`src/rtl/reload_pkg.sv`:
```
package reload_pkg;
   // control register offsets on the host apb slave
   localparam logic [7:0] ctrl_off = 8'h00;
   localparam logic [7:0] stat_off = 8'h04;
   localparam logic [7:0] sweep_words_off = 8'h08;
   // control register fields
   localparam int go_bit = 0;
   localparam int dual_bit = 1;
   localparam int overwrite_bit = 2;
   localparam int clear_rel_bit = 3;
   // status register fields; cycles_bit is not wired into the read data
   localparam int busy_bit = 0;
   localparam int freeze_bit = 1;
   localparam int clear_bit = 2;
   localparam int done_bit = 3;
   localparam int cycles_bit = 4;
   // reset values
   localparam logic [31:0] ctrl_rst = 32'h0000_0000;
   localparam logic [15:0] sweep_words_rst = 16'h0010;
   // cycle counts of the controller
   localparam int freeze_cycles = 8;
   localparam int gap_cycles = 4;
   localparam logic [3:0] freeze_cnt_init = 4'h8;
   localparam logic [3:0] gap_cnt_init = 4'h4;
   typedef enum logic [1:0] {op_none, op_single, op_dual} op_t;
endpackage
```
`src/rtl/reload_if.sv`:
```
`timescale 1ns/1ps
interface reload_if;
   logic reconfig_begin;
   logic dual_cycle_request;
   logic freeze;
   logic reload_done;
   logic region_clear;
   modport host
   (
      output reconfig_begin,
      output dual_cycle_request,
      output region_clear,
      input freeze,
      input reload_done
   );
   modport ctrl
   (
      input reconfig_begin,
      input dual_cycle_request,
      input region_clear,
      output freeze,
      output reload_done
   );
endinterface

```
`src/rtl/reload_host.sv`:
```
// The APB slave port and the placing of the registers were chosen for this implementation.
`timescale 1ns/1ps
// Notes on behaviour
// - non-overwrite mode: write ones everywhere first
// - no stray memory write on entry
// - enable gate sits beside each ram
// - gate cleared from static side, active high
// - clear frozen before reload starts
// - clear released only as final step; the code also releases it on an explicit release while idle
// - initialised ram: two back-to-back cycles
// - controller takes dual-cycle request input
// - controller times gap between cycles
// - dual request rises with begin request
// - hold dual request until freeze drops
// - works with compressed or encrypted streams
module reload_host
   import reload_pkg::*;
#(
   parameter int sweep_aw = 16
)
(
   input wire logic pclk,
   input wire logic presetn,
   input wire logic psel,
   input wire logic penable,
   input wire logic pwrite,
   input wire logic [7:0] paddr,
   input wire logic [31:0] pwdata,
   output logic [31:0] prdata,
   output logic pready,
   output logic pslverr,
   reload_if.host link,
   output logic sweep_we,
   output logic [sweep_aw-1:0] sweep_addr,
   output logic sweep_data
);
   typedef enum logic [2:0] {h_idle, h_sweep, h_clear, h_start, h_wait,
      h_release} hstate_t;
   hstate_t state_ff;
   logic [31:0] ctrl_ff;
   logic [sweep_aw-1:0] words_ff;
   logic [sweep_aw-1:0] addr_ff;
   logic we_ff;
   logic begin_ff;
   logic dual_ff;
   logic clear_ff;
   logic done_ff;
   logic [31:0] rdata_ff;
   logic [sweep_aw-1:0] waddr_ff;
   logic data_ff;
   logic frz_seen;
   logic acc;
   logic wr;
   logic wr_ctrl;
   logic last_step;
   // one address compare, shared by write path and error flag; the read mux decodes paddr itself
   function automatic logic hit(input logic [7:0] a, input logic [7:0] off);
      return a == off;
   endfunction
   function automatic logic mapped(input logic [7:0] a);
      return hit(a, ctrl_off) | hit(a, stat_off) | hit(a, sweep_words_off);
   endfunction
   assign acc = psel & penable;
   assign wr = acc & pwrite;
   assign wr_ctrl = wr & hit(paddr, ctrl_off);
   // freeze is made on this clock, so it is taken as is; a synchroniser
   // here would only stretch the release
   assign frz_seen = link.freeze;
   assign last_step = state_ff == h_release && !frz_seen;
   // apb registers; slave answers in the access cycle, no wait states
   always_ff @(posedge pclk or negedge presetn)
   begin
      if (!presetn)
      begin
         ctrl_ff <= ctrl_rst;
         words_ff <= sweep_aw'(sweep_words_rst);
      end
      else
      begin
         if (wr_ctrl)
            ctrl_ff <= pwdata;
         else if (state_ff == h_sweep || state_ff == h_clear)
            ctrl_ff[go_bit] <= 1'b0;
         if (wr && hit(paddr, sweep_words_off))
            words_ff <= pwdata[sweep_aw-1:0];
      end
   end
   always_ff @(posedge pclk or negedge presetn)
   begin
      if (!presetn)
         rdata_ff <= 32'h0;
      else if (psel && !penable && !pwrite)
      begin
         rdata_ff <= 32'h0;
         unique case (paddr)
            ctrl_off: rdata_ff <= ctrl_ff;
            stat_off: rdata_ff <= {28'h0, link.reload_done | done_ff,
               clear_ff, frz_seen, state_ff != h_idle};
            sweep_words_off: rdata_ff <= 32'(words_ff);
            default: rdata_ff <= 32'h0;
         endcase
      end
   end
   always_ff @(posedge pclk or negedge presetn)
   begin
      if (!presetn)
      begin
         pready <= 1'b0;
         pslverr <= 1'b0;
      end
      else
      begin
         pready <= psel & ~penable;
         pslverr <= psel & ~penable & ~mapped(paddr);
      end
   end
   assign prdata = rdata_ff;
   // reload sequence
   always_ff @(posedge pclk or negedge presetn)
   begin
      if (!presetn)
         state_ff <= h_idle;
      else
      begin
         unique case (state_ff)
            h_idle:
               if (!ctrl_ff[clear_rel_bit] && ctrl_ff[go_bit])
                  state_ff <= ctrl_ff[overwrite_bit] ? h_clear : h_sweep;
            h_sweep:
               if (addr_ff == words_ff - 1'b1)
                  state_ff <= h_clear;
            h_clear:
               state_ff <= h_start;
            h_start:
               state_ff <= h_wait;
            h_wait:
               if (frz_seen)
                  state_ff <= h_release;
            h_release:
               if (!frz_seen)
                  state_ff <= h_idle;
            default: state_ff <= h_idle;
         endcase
      end
   end
   // sweep counter; the write port gets the address one cycle later,
   // beside its strobe, so location zero is written too
   always_ff @(posedge pclk or negedge presetn)
   begin
      if (!presetn)
         addr_ff <= '0;
      else if (state_ff == h_idle)
         addr_ff <= '0;
      else if (state_ff == h_sweep)
         addr_ff <= addr_ff + 1'b1;
   end
   always_ff @(posedge pclk or negedge presetn)
   begin
      if (!presetn)
      begin
         we_ff <= 1'b0;
         waddr_ff <= '0;
         data_ff <= 1'b0;
      end
      else
      begin
         we_ff <= state_ff == h_sweep;
         waddr_ff <= addr_ff;
         data_ff <= state_ff == h_sweep;
      end
   end
   // begin is a one-cycle pulse; the dual request rises with it and is
   // held until the controller lets go of freeze
   always_ff @(posedge pclk or negedge presetn)
   begin
      if (!presetn)
      begin
         begin_ff <= 1'b0;
         dual_ff <= 1'b0;
      end
      else
      begin
         begin_ff <= state_ff == h_start;
         if (state_ff == h_start)
            dual_ff <= ctrl_ff[dual_bit];
         else if (last_step)
            dual_ff <= 1'b0;
      end
   end
   // clear is up from reset and before every begin, and drops only as the
   // very last step of a reload or on an explicit release while idle
   always_ff @(posedge pclk or negedge presetn)
   begin
      if (!presetn)
         clear_ff <= 1'b1;
      else if (state_ff == h_clear)
         clear_ff <= 1'b1;
      else if (last_step)
         clear_ff <= 1'b0;
      else if (state_ff == h_idle && ctrl_ff[clear_rel_bit])
         clear_ff <= 1'b0;
   end
   // a finishing reload wins over a control write in the same cycle
   always_ff @(posedge pclk or negedge presetn)
   begin
      if (!presetn)
         done_ff <= 1'b0;
      else if (last_step)
         done_ff <= 1'b1;
      else if (wr_ctrl)
         done_ff <= 1'b0;
   end
   assign link.reconfig_begin = begin_ff;
   assign link.dual_cycle_request = dual_ff;
   assign link.region_clear = clear_ff;
   assign sweep_we = we_ff;
   assign sweep_addr = waddr_ff;
   assign sweep_data = data_ff;
endmodule

```
`src/flat_wrapper.sv`:
```
// flat-port wrapper written by rule: the top's interface ports become plain ports
module reload_host_flat import reload_pkg::*;
#(
   parameter int sweep_aw = 16
)
  (pclk, presetn, psel, penable, pwrite, paddr, pwdata, prdata, pready, pslverr, sweep_we, sweep_addr, sweep_data, link_reconfig_begin, link_dual_cycle_request, link_region_clear, link_freeze, link_reload_done);
  reload_if link_i ();
  input wire logic pclk;
  input wire logic presetn;
  input wire logic psel;
  input wire logic penable;
  input wire logic pwrite;
  input wire logic [7:0] paddr;
  input wire logic [31:0] pwdata;
  output logic [31:0] prdata;
  output logic pready;
  output logic pslverr;
  output logic sweep_we;
  output logic [sweep_aw-1:0] sweep_addr;
  output logic sweep_data;
  output wire logic [$bits(link_i.reconfig_begin)-1:0] link_reconfig_begin;
  output wire logic [$bits(link_i.dual_cycle_request)-1:0] link_dual_cycle_request;
  output wire logic [$bits(link_i.region_clear)-1:0] link_region_clear;
  input wire logic [$bits(link_i.freeze)-1:0] link_freeze;
  input wire logic [$bits(link_i.reload_done)-1:0] link_reload_done;
  assign link_reconfig_begin = link_i.reconfig_begin;
  assign link_dual_cycle_request = link_i.dual_cycle_request;
  assign link_region_clear = link_i.region_clear;
  assign link_i.freeze = link_freeze;
  assign link_i.reload_done = link_reload_done;
  reload_host #(.sweep_aw(sweep_aw)) u_core (.pclk(pclk), .presetn(presetn), .psel(psel), .penable(penable), .pwrite(pwrite), .paddr(paddr), .pwdata(pwdata), .prdata(prdata), .pready(pready), .pslverr(pslverr), .link(link_i), .sweep_we(sweep_we), .sweep_addr(sweep_addr), .sweep_data(sweep_data));
endmodule
```
`config.mk`:
```
export PLATFORM = sky130hd
export DESIGN_NAME = reload_host_flat
export DESIGN_NICKNAME = d
export VERILOG_FILES = /design/src/rtl/reload_pkg.sv /design/src/rtl/reload_if.sv /design/src/rtl/reload_host.sv /design/src/flat_wrapper.sv
export SDC_FILE = /design/constraint.sdc
export NUM_CORES = 1
export LEC_CHECK = 0
export BUFFER_PORTS_ARGS = -buffer_cell sky130_fd_sc_hd__buf_2
export CAP_MARGIN = 20
export CORE_AREA = 2 2 134 97
export CTS_CLUSTER_DIAMETER = 120
export DETAILED_ROUTE_END_ITERATION = 16
export DIE_AREA = 0 0 136 99
export PLACE_DENSITY = 0.66
export SKIP_LAST_GASP = 1
export SLEW_MARGIN = 30
export SYNTH_ARGS = -nofsm -noshare
export SYNTH_HDL_FRONTEND = slang
export SYNTH_SLANG_ARGS = --single-unit
```
`constraint.sdc`:
```
create_clock -name pclk -period 2.61 [get_ports pclk]
set_input_delay 0 -clock pclk [delete_from_list [all_inputs] [get_ports pclk]]
set_output_delay 0 -clock pclk [all_outputs]
set_load 0.01 [all_outputs]
```
Yosys cells after proc, flatten, opt, wreduce, memory -nomap -nowiden
Cells that the tools add are included.
{"block": "word_totals", "ff_bits": 122, "in_bits": 47, "output_inout_bits": 55, "wordCells": 76}
{"block": "classes", "n_addsub": 2, "eq_ne": 12, "muxes": 18, "bitwise_logic": 10, "n_reduce_logical": 20}
{"operator": "$pmux W32 S3", "count": 1}
{"operator": "$mux W16", "count": 2}
{"operator": "$pmux W3 S6", "count": 1}
{"operator": "$add A16 B1 Y16 const B", "count": 1}
{"operator": "$eq A16 B16 Y1", "count": 1}
{"operator": "$sub A16 B1 Y16 const B", "count": 1}
{"operator": "$mux W3", "count": 4}
{"operator": "$mux W1", "count": 9}
{"operator": "$eq A8 B3 Y1 const B", "count": 1}
{"operator": "$eq A8 B4 Y1 const B", "count": 1}
{"operator": "$logic_not A8 Y1", "count": 1}
{"operator": "$reduce_bool A2 Y1", "count": 4}
{"operator": "$eq A3 B2 Y1 const B", "count": 2}
{"operator": "$eq A3 B3 Y1 const B", "count": 2}
{"operator": "$logic_and A1 B1 Y1", "count": 6}
{"operator": "$ne A2 B2 Y1 const B", "count": 3}
{"operator": "$reduce_bool A3 Y1", "count": 2}
{"operator": "$and A1 B1 Y1", "count": 5}
{"operator": "$logic_not A1 Y1", "count": 4}
{"operator": "$reduce_and A4 Y1", "count": 1}
{"operator": "$eq A3 B1 Y1 const B", "count": 1}
{"operator": "$logic_not A3 Y1", "count": 1}
{"operator": "$or A1 B1 Y1", "count": 3}
{"operator": "$mux W2", "count": 1}
{"operator": "other kinds (3)", "count": 4}

Logic depth before layout (Yosys ltp)
{"block": "depth", "ltp_word": 5, "ltp_mapped": 9, "mapped_depth_nobuf": 8}

Worst setup path before layout
No wires, ideal clock.
{"block": "synth_timing", "path_type": "register to register", "from": "reg u_core.words_ff[3]", "to": "reg u_core.state_ff[0]", "setup_time_ns": 0.120, "t_arrival_ns": 2.150, "required_time_ns": 2.490, "slack_ns": 0.341, "stages_incl_launch_ff": 8, "n_path_buf": 1, "synth_period_minus_slack_ns": 2.269, "path_cell_list": "dfrtp_1 -> buf_6 -> or4_4 -> nor4_4 -> nand3_2 -> a2111oi_2 -> nand4_1 -> a31o_1"}
{"block": "synth_via", "elab_chain_cells": 4}
{"element": "start, declared", "line": "reload_host.sv:41", "text": "logic [sweep_aw-1:0] words_ff;"}
{"element": "start signal, assigned", "line": "reload_host.sv:76", "text": "words_ff <= sweep_aw'(sweep_words_rst);"}
{"element": "start signal, assigned", "line": "reload_host.sv:85", "text": "words_ff <= pwdata[sweep_aw-1:0];"}
{"element": "$sub A16 B1 Y16", "line": "reload_host.sv:130", "text": "if (addr_ff == words_ff - 1'b1)"}
{"element": "$eq A16 B16 Y1", "line": "reload_host.sv:130"}
{"element": "$ne A2 B2 Y1 (no source line)"}
{"element": "$reduce_and A4 Y1 (no source line)"}
{"element": "end signal, assigned", "line": "reload_host.sv:131", "text": "state_ff <= h_clear;"}
{"element": "end signal, assigned", "line": "reload_host.sv:133", "text": "state_ff <= h_start;"}
{"element": "end signal, assigned", "line": "reload_host.sv:135", "text": "state_ff <= h_wait;"}
{"element": "end, declared", "line": "reload_host.sv:39", "text": "hstate_t state_ff;"}
No other way between the ends.
A chain may end at the register's enable or synchronous reset.

Worst setup path after layout
{"block": "layout_timing", "from": "reg u_core.words_ff[2]", "to": "reg u_core.state_ff[0]"}
The elaborated chain is that of the path after synthesis.

==> key figures <==
STA
  • Setup tns final: 0 ps
  • Setup violators final: 0
  • Fin crit period: 2490 ps
  • RSZ-0062 raised after global routing: false
  • Fin. max-slew vios: 0
  • Post-route clock period utilization: approximately 95%
  • Worst slew pin tran: between 600 and 700 ps
  • Final Skew: ~11 ps
  • Maximum clock frequency: a little over 400 MHz
  • Final hold violation count: 0
  • Relative slew slack: between 50% and 60%

Synth
  • Syn Nets: roughly 530
  • Synth warn: 0
  • Async S/R FF share, synth: 100%
  • Post-Synth Simple-Gate Area: 15.5%
  • Cells after Synth: 485
  • Post-synthesis register bit count: about 120
  • EDFF count, synth: 0
  • Post-synthesis xor/xnor area fraction: roughly 4.3%
  • Sequential area share after synthesis: approximately 57%
  • Mux share of post-synthesis cell area: 9.85%
  • Top post-synthesis cells by area: dfrtp_1 (56%), mux2_2 (5.7%), nand2_1 (4.4%)
  • Mapped Area: roughly 5300 um2
  • Post-synthesis compound-gate area fraction: under 10%
  • Distinct cells, synth: 54
  • Most used DFF post-synth: dfrtp_1
  • Commonest cells in the synthesized netlist: dfrtp_1 (120), nand2_1 (62), nor2_1 (29), mux2_2 (27), nand3_1 (26)
  • Synth area leader: dfrtp_1
  • Largest family of logic cells by synthesized area: simple AND/OR/NAND/NOR gates
  • Synth Area in Adders: less than 1%
  • Count leader, synth: dfrtp_1
  • Mapped Avg Cell Area: approximately 11 um2
  • Post-synth top area share: between 50 and 60%

Final layout
  • Antenna diode count: 0
  • Filler cells: around 1100
  • Final Non-Filler Cells: about 800
  • Reg area: just over 3000 um2
  • Area occupied by multi-input gates: approximately 2100 um2
  • Layout Nets: about 680
  • Synth-to-layout area growth: 32.6%
  • Layout cells sized above 1: about 28%

Worst setup path
  • FF-to-FF path depth: 6
  • Worst path buffer plus inverter count: 0
  • CP peak stage delay: 570 ps
  • Levels on crit path: 6
  • Critical path required time: slightly below 3000 ps
  • Reg-to-Reg End: u_core.state_ff[0]
  • Setup crit end: u_core.state_ff[0]
  • CP top delay family: simple AND/OR/NAND/NOR gates
  • Crit path launch: u_core.words_ff[2]
  • CP Class: reg -> reg
  • CP Capture Type: flop
  • Maximum fanout along the worst path: 8
  • Worst reg2reg setup slack: approximately 120 ps
  • WP data arrival: 2790 ps
  • Slowest stage cell, crit path: or4_4
  • Worst r2r src: u_core.words_ff[2]
  • Startpoint types: flop
  • Crit path cell chain: or4_4, nor4_4, nand3_2, a2111oi_2, nand4_1, a31o_1

Floorplanning
  • Die Ht: 99 um
  • Cell row count: 34
  • Die X: 136 um
  • IO Count: about 100
  • CORE AREA: approximately 12000 um2
  • Die footprint: 13500 um2
  • Initial Util: a little over two fifths

CTS
  • Inserted Clock Buffers: 17
  • CTS tree: done
  • Clock Tree Buf Depth: 2
  • CTS root buf: clkbuf_16
  • Clk Latency, worst-skew pair: 420 ps
  • Post-CTS sizing: 0
  • Clk slew on worst S/H paths: about 60 ps
  • Clk sinks: roughly 120
  • H-tree depth: 4

Detailed routing
  • Detailed Routing Iterations Pass 1: 4
  • DR vias: 4149
  • Antenna violation net count after detailed routing: 0
  • Post-route DRC: 0
  • Avg WL per Cell: around 16 um
  • Final WL: approximately 13000 um
  • Vias/cell: 5.13
  • Drt first-iter violations: around 210

Global routing
  • First-pass GRT wire length: between 20000 and 25000 um
  • Largest net degree at the start of global routing: 59
  • Vias in the first global route: roughly 4200
  • Total track usage: about a fifth
  • Initial antenna violation count: 0
  • Gr ovfl total: 0

Placed design
  • Placed instance count: between 700 and 800
  • GPL Wtd Cong: roughly 0.86
  • Port Buffers: roughly 100
  • Dpl hpwl: approximately 8600 um

Pwr
  • Pwr Density: roughly 730 nW/um2
  • VDD IR-drop max: 535 uV
  • Lkg Pwr: roughly 0.0036 uW

Run status
  • Outcome: finished clean

Flow run
  • Max cap viols: 0

Min path
  • Hold crit path type: in -> async
-- power by group --
group	leakage, uW	internal [uW]	switching [uW]
Sequential	0.00167	1990	111
Clock	0.000292	1530	883
Combinational	0.00167	282	353
Total	0.00363	3790	1350
-- layer usage --
layer	track usage (%)	part of all wire, %
met4	6.97	1.5
met1	28.2	49
met5	0	0
met2	29.6	44
met3	5.04	5.1
-- stage by stage --
stage          total power (uW)  utilization, %  cell area, um2  worst slack (ps)  hold slack (ps)
6_report                   5140            58.2            7090               124             79.1
5_1_grt                    5360            58.2            7090              15.9              124
4_1_cts                    5180            58.2            7090               126             92.2
3_5_place_dp               2720            49.8            6060               139            -18.3
3_3_place_gp               2720            49.8            6060               270            -27.0
2_1_floorplan              2470               -            5350               341             -296
-- worst min path at each step --
stage               startpoint                end  slack, ps  cells after the start
detailed placement     presetn  u_core.prdata[21]        -20                      1
global route           presetn  u_core.prdata[19]        120                      2
CTS                    presetn  u_core.prdata[21]         90                      2
floorplan              presetn  u_core.addr_ff[0]       -300                      0
finish                 presetn  u_core.prdata[21]         80                      2
global placement       presetn  u_core.prdata[21]        -30                      1
-- layout make-up --
class                           instances  share of cell area (%)
Sequential cell                       122                    43.1
Multi-Input combinational cell        328                    30.3
Timing Repair Buffer                  156                    14.7
Clock buffer                           18                    6.20
Tap cell                              162                    2.86
Clock inverter                         14                    2.42
Inverter                                9                   0.477
-- worst reg2reg max path, stage by stage (launching register included) --
cell,delay (ps)
dfrtp_1,470
or4_4,580
nor4_4,350
nand3_2,110
a2111oi_2,380
nand4_1,210
a31o_1,260
-- registers in the layout, summed over array words and instances (netlist names) --
name / count
u_core.sweep_addr: 16
u_core.ctrl_ff: 32
u_core.pslverr: 1
u_core.words_ff: 16
u_core.link.reconfig_begin: 1
u_core.state_ff: 3
u_core.pready: 1
u_core.prdata: 32
u_core.link.dual_cycle_request: 1
u_core.sweep_we: 1
u_core.link.region_clear: 1
u_core.done_ff: 1
u_core.addr_ff: 16
-- repair_timing --
item	4_1_cts	5_1_grt
endpoints found under the hold margin	149	0
setup buffers	0	0
setup endpoints to repair	0	0
hold buffers	42	0
-- cell usage in the layout (no fill, tap or decap), types with 5 or more instances in the layout --
| cell | instances |
|---|---|
| xor2_1 | 19 |
| xnor2_1 | 7 |
| a22oi_1 | 12 |
| nand3_1 | 26 |
| buf_4 | 13 |
| dlygate4sd3_1 | 42 |
| inv_1 | 9 |
| buf_2 | 100 |
| and3_1 | 8 |
| dfrtp_1 | 120 |
| mux2_2 | 27 |
| nor3_1 | 8 |
| mux2_1 | 18 |
| nand2_1 | 62 |
| clkbuf_16 | 17 |
| nor2_1 | 29 |
| o21ai_1 | 7 |
| nand4_1 | 5 |
| a21oi_1 | 18 |
| o21ai_0 | 21 |
| nand2b_1 | 8 |
-- cell families (layout without fill, tap and decap cells) --
| kind of cell | after synthesis | count (layout) |
|---|---|---|
| mux | 47 | 47 |
| compound gates | 84 | 84 |
| xor+xnor | 26 | 26 |
| buf+inv | 35 | 197 |
| flops | 122 | 122 |
| fa+ha+maj | 2 | 2 |
| simple gates | 169 | 169 |
No activity file was read; power rests on OpenSTA's default activity.
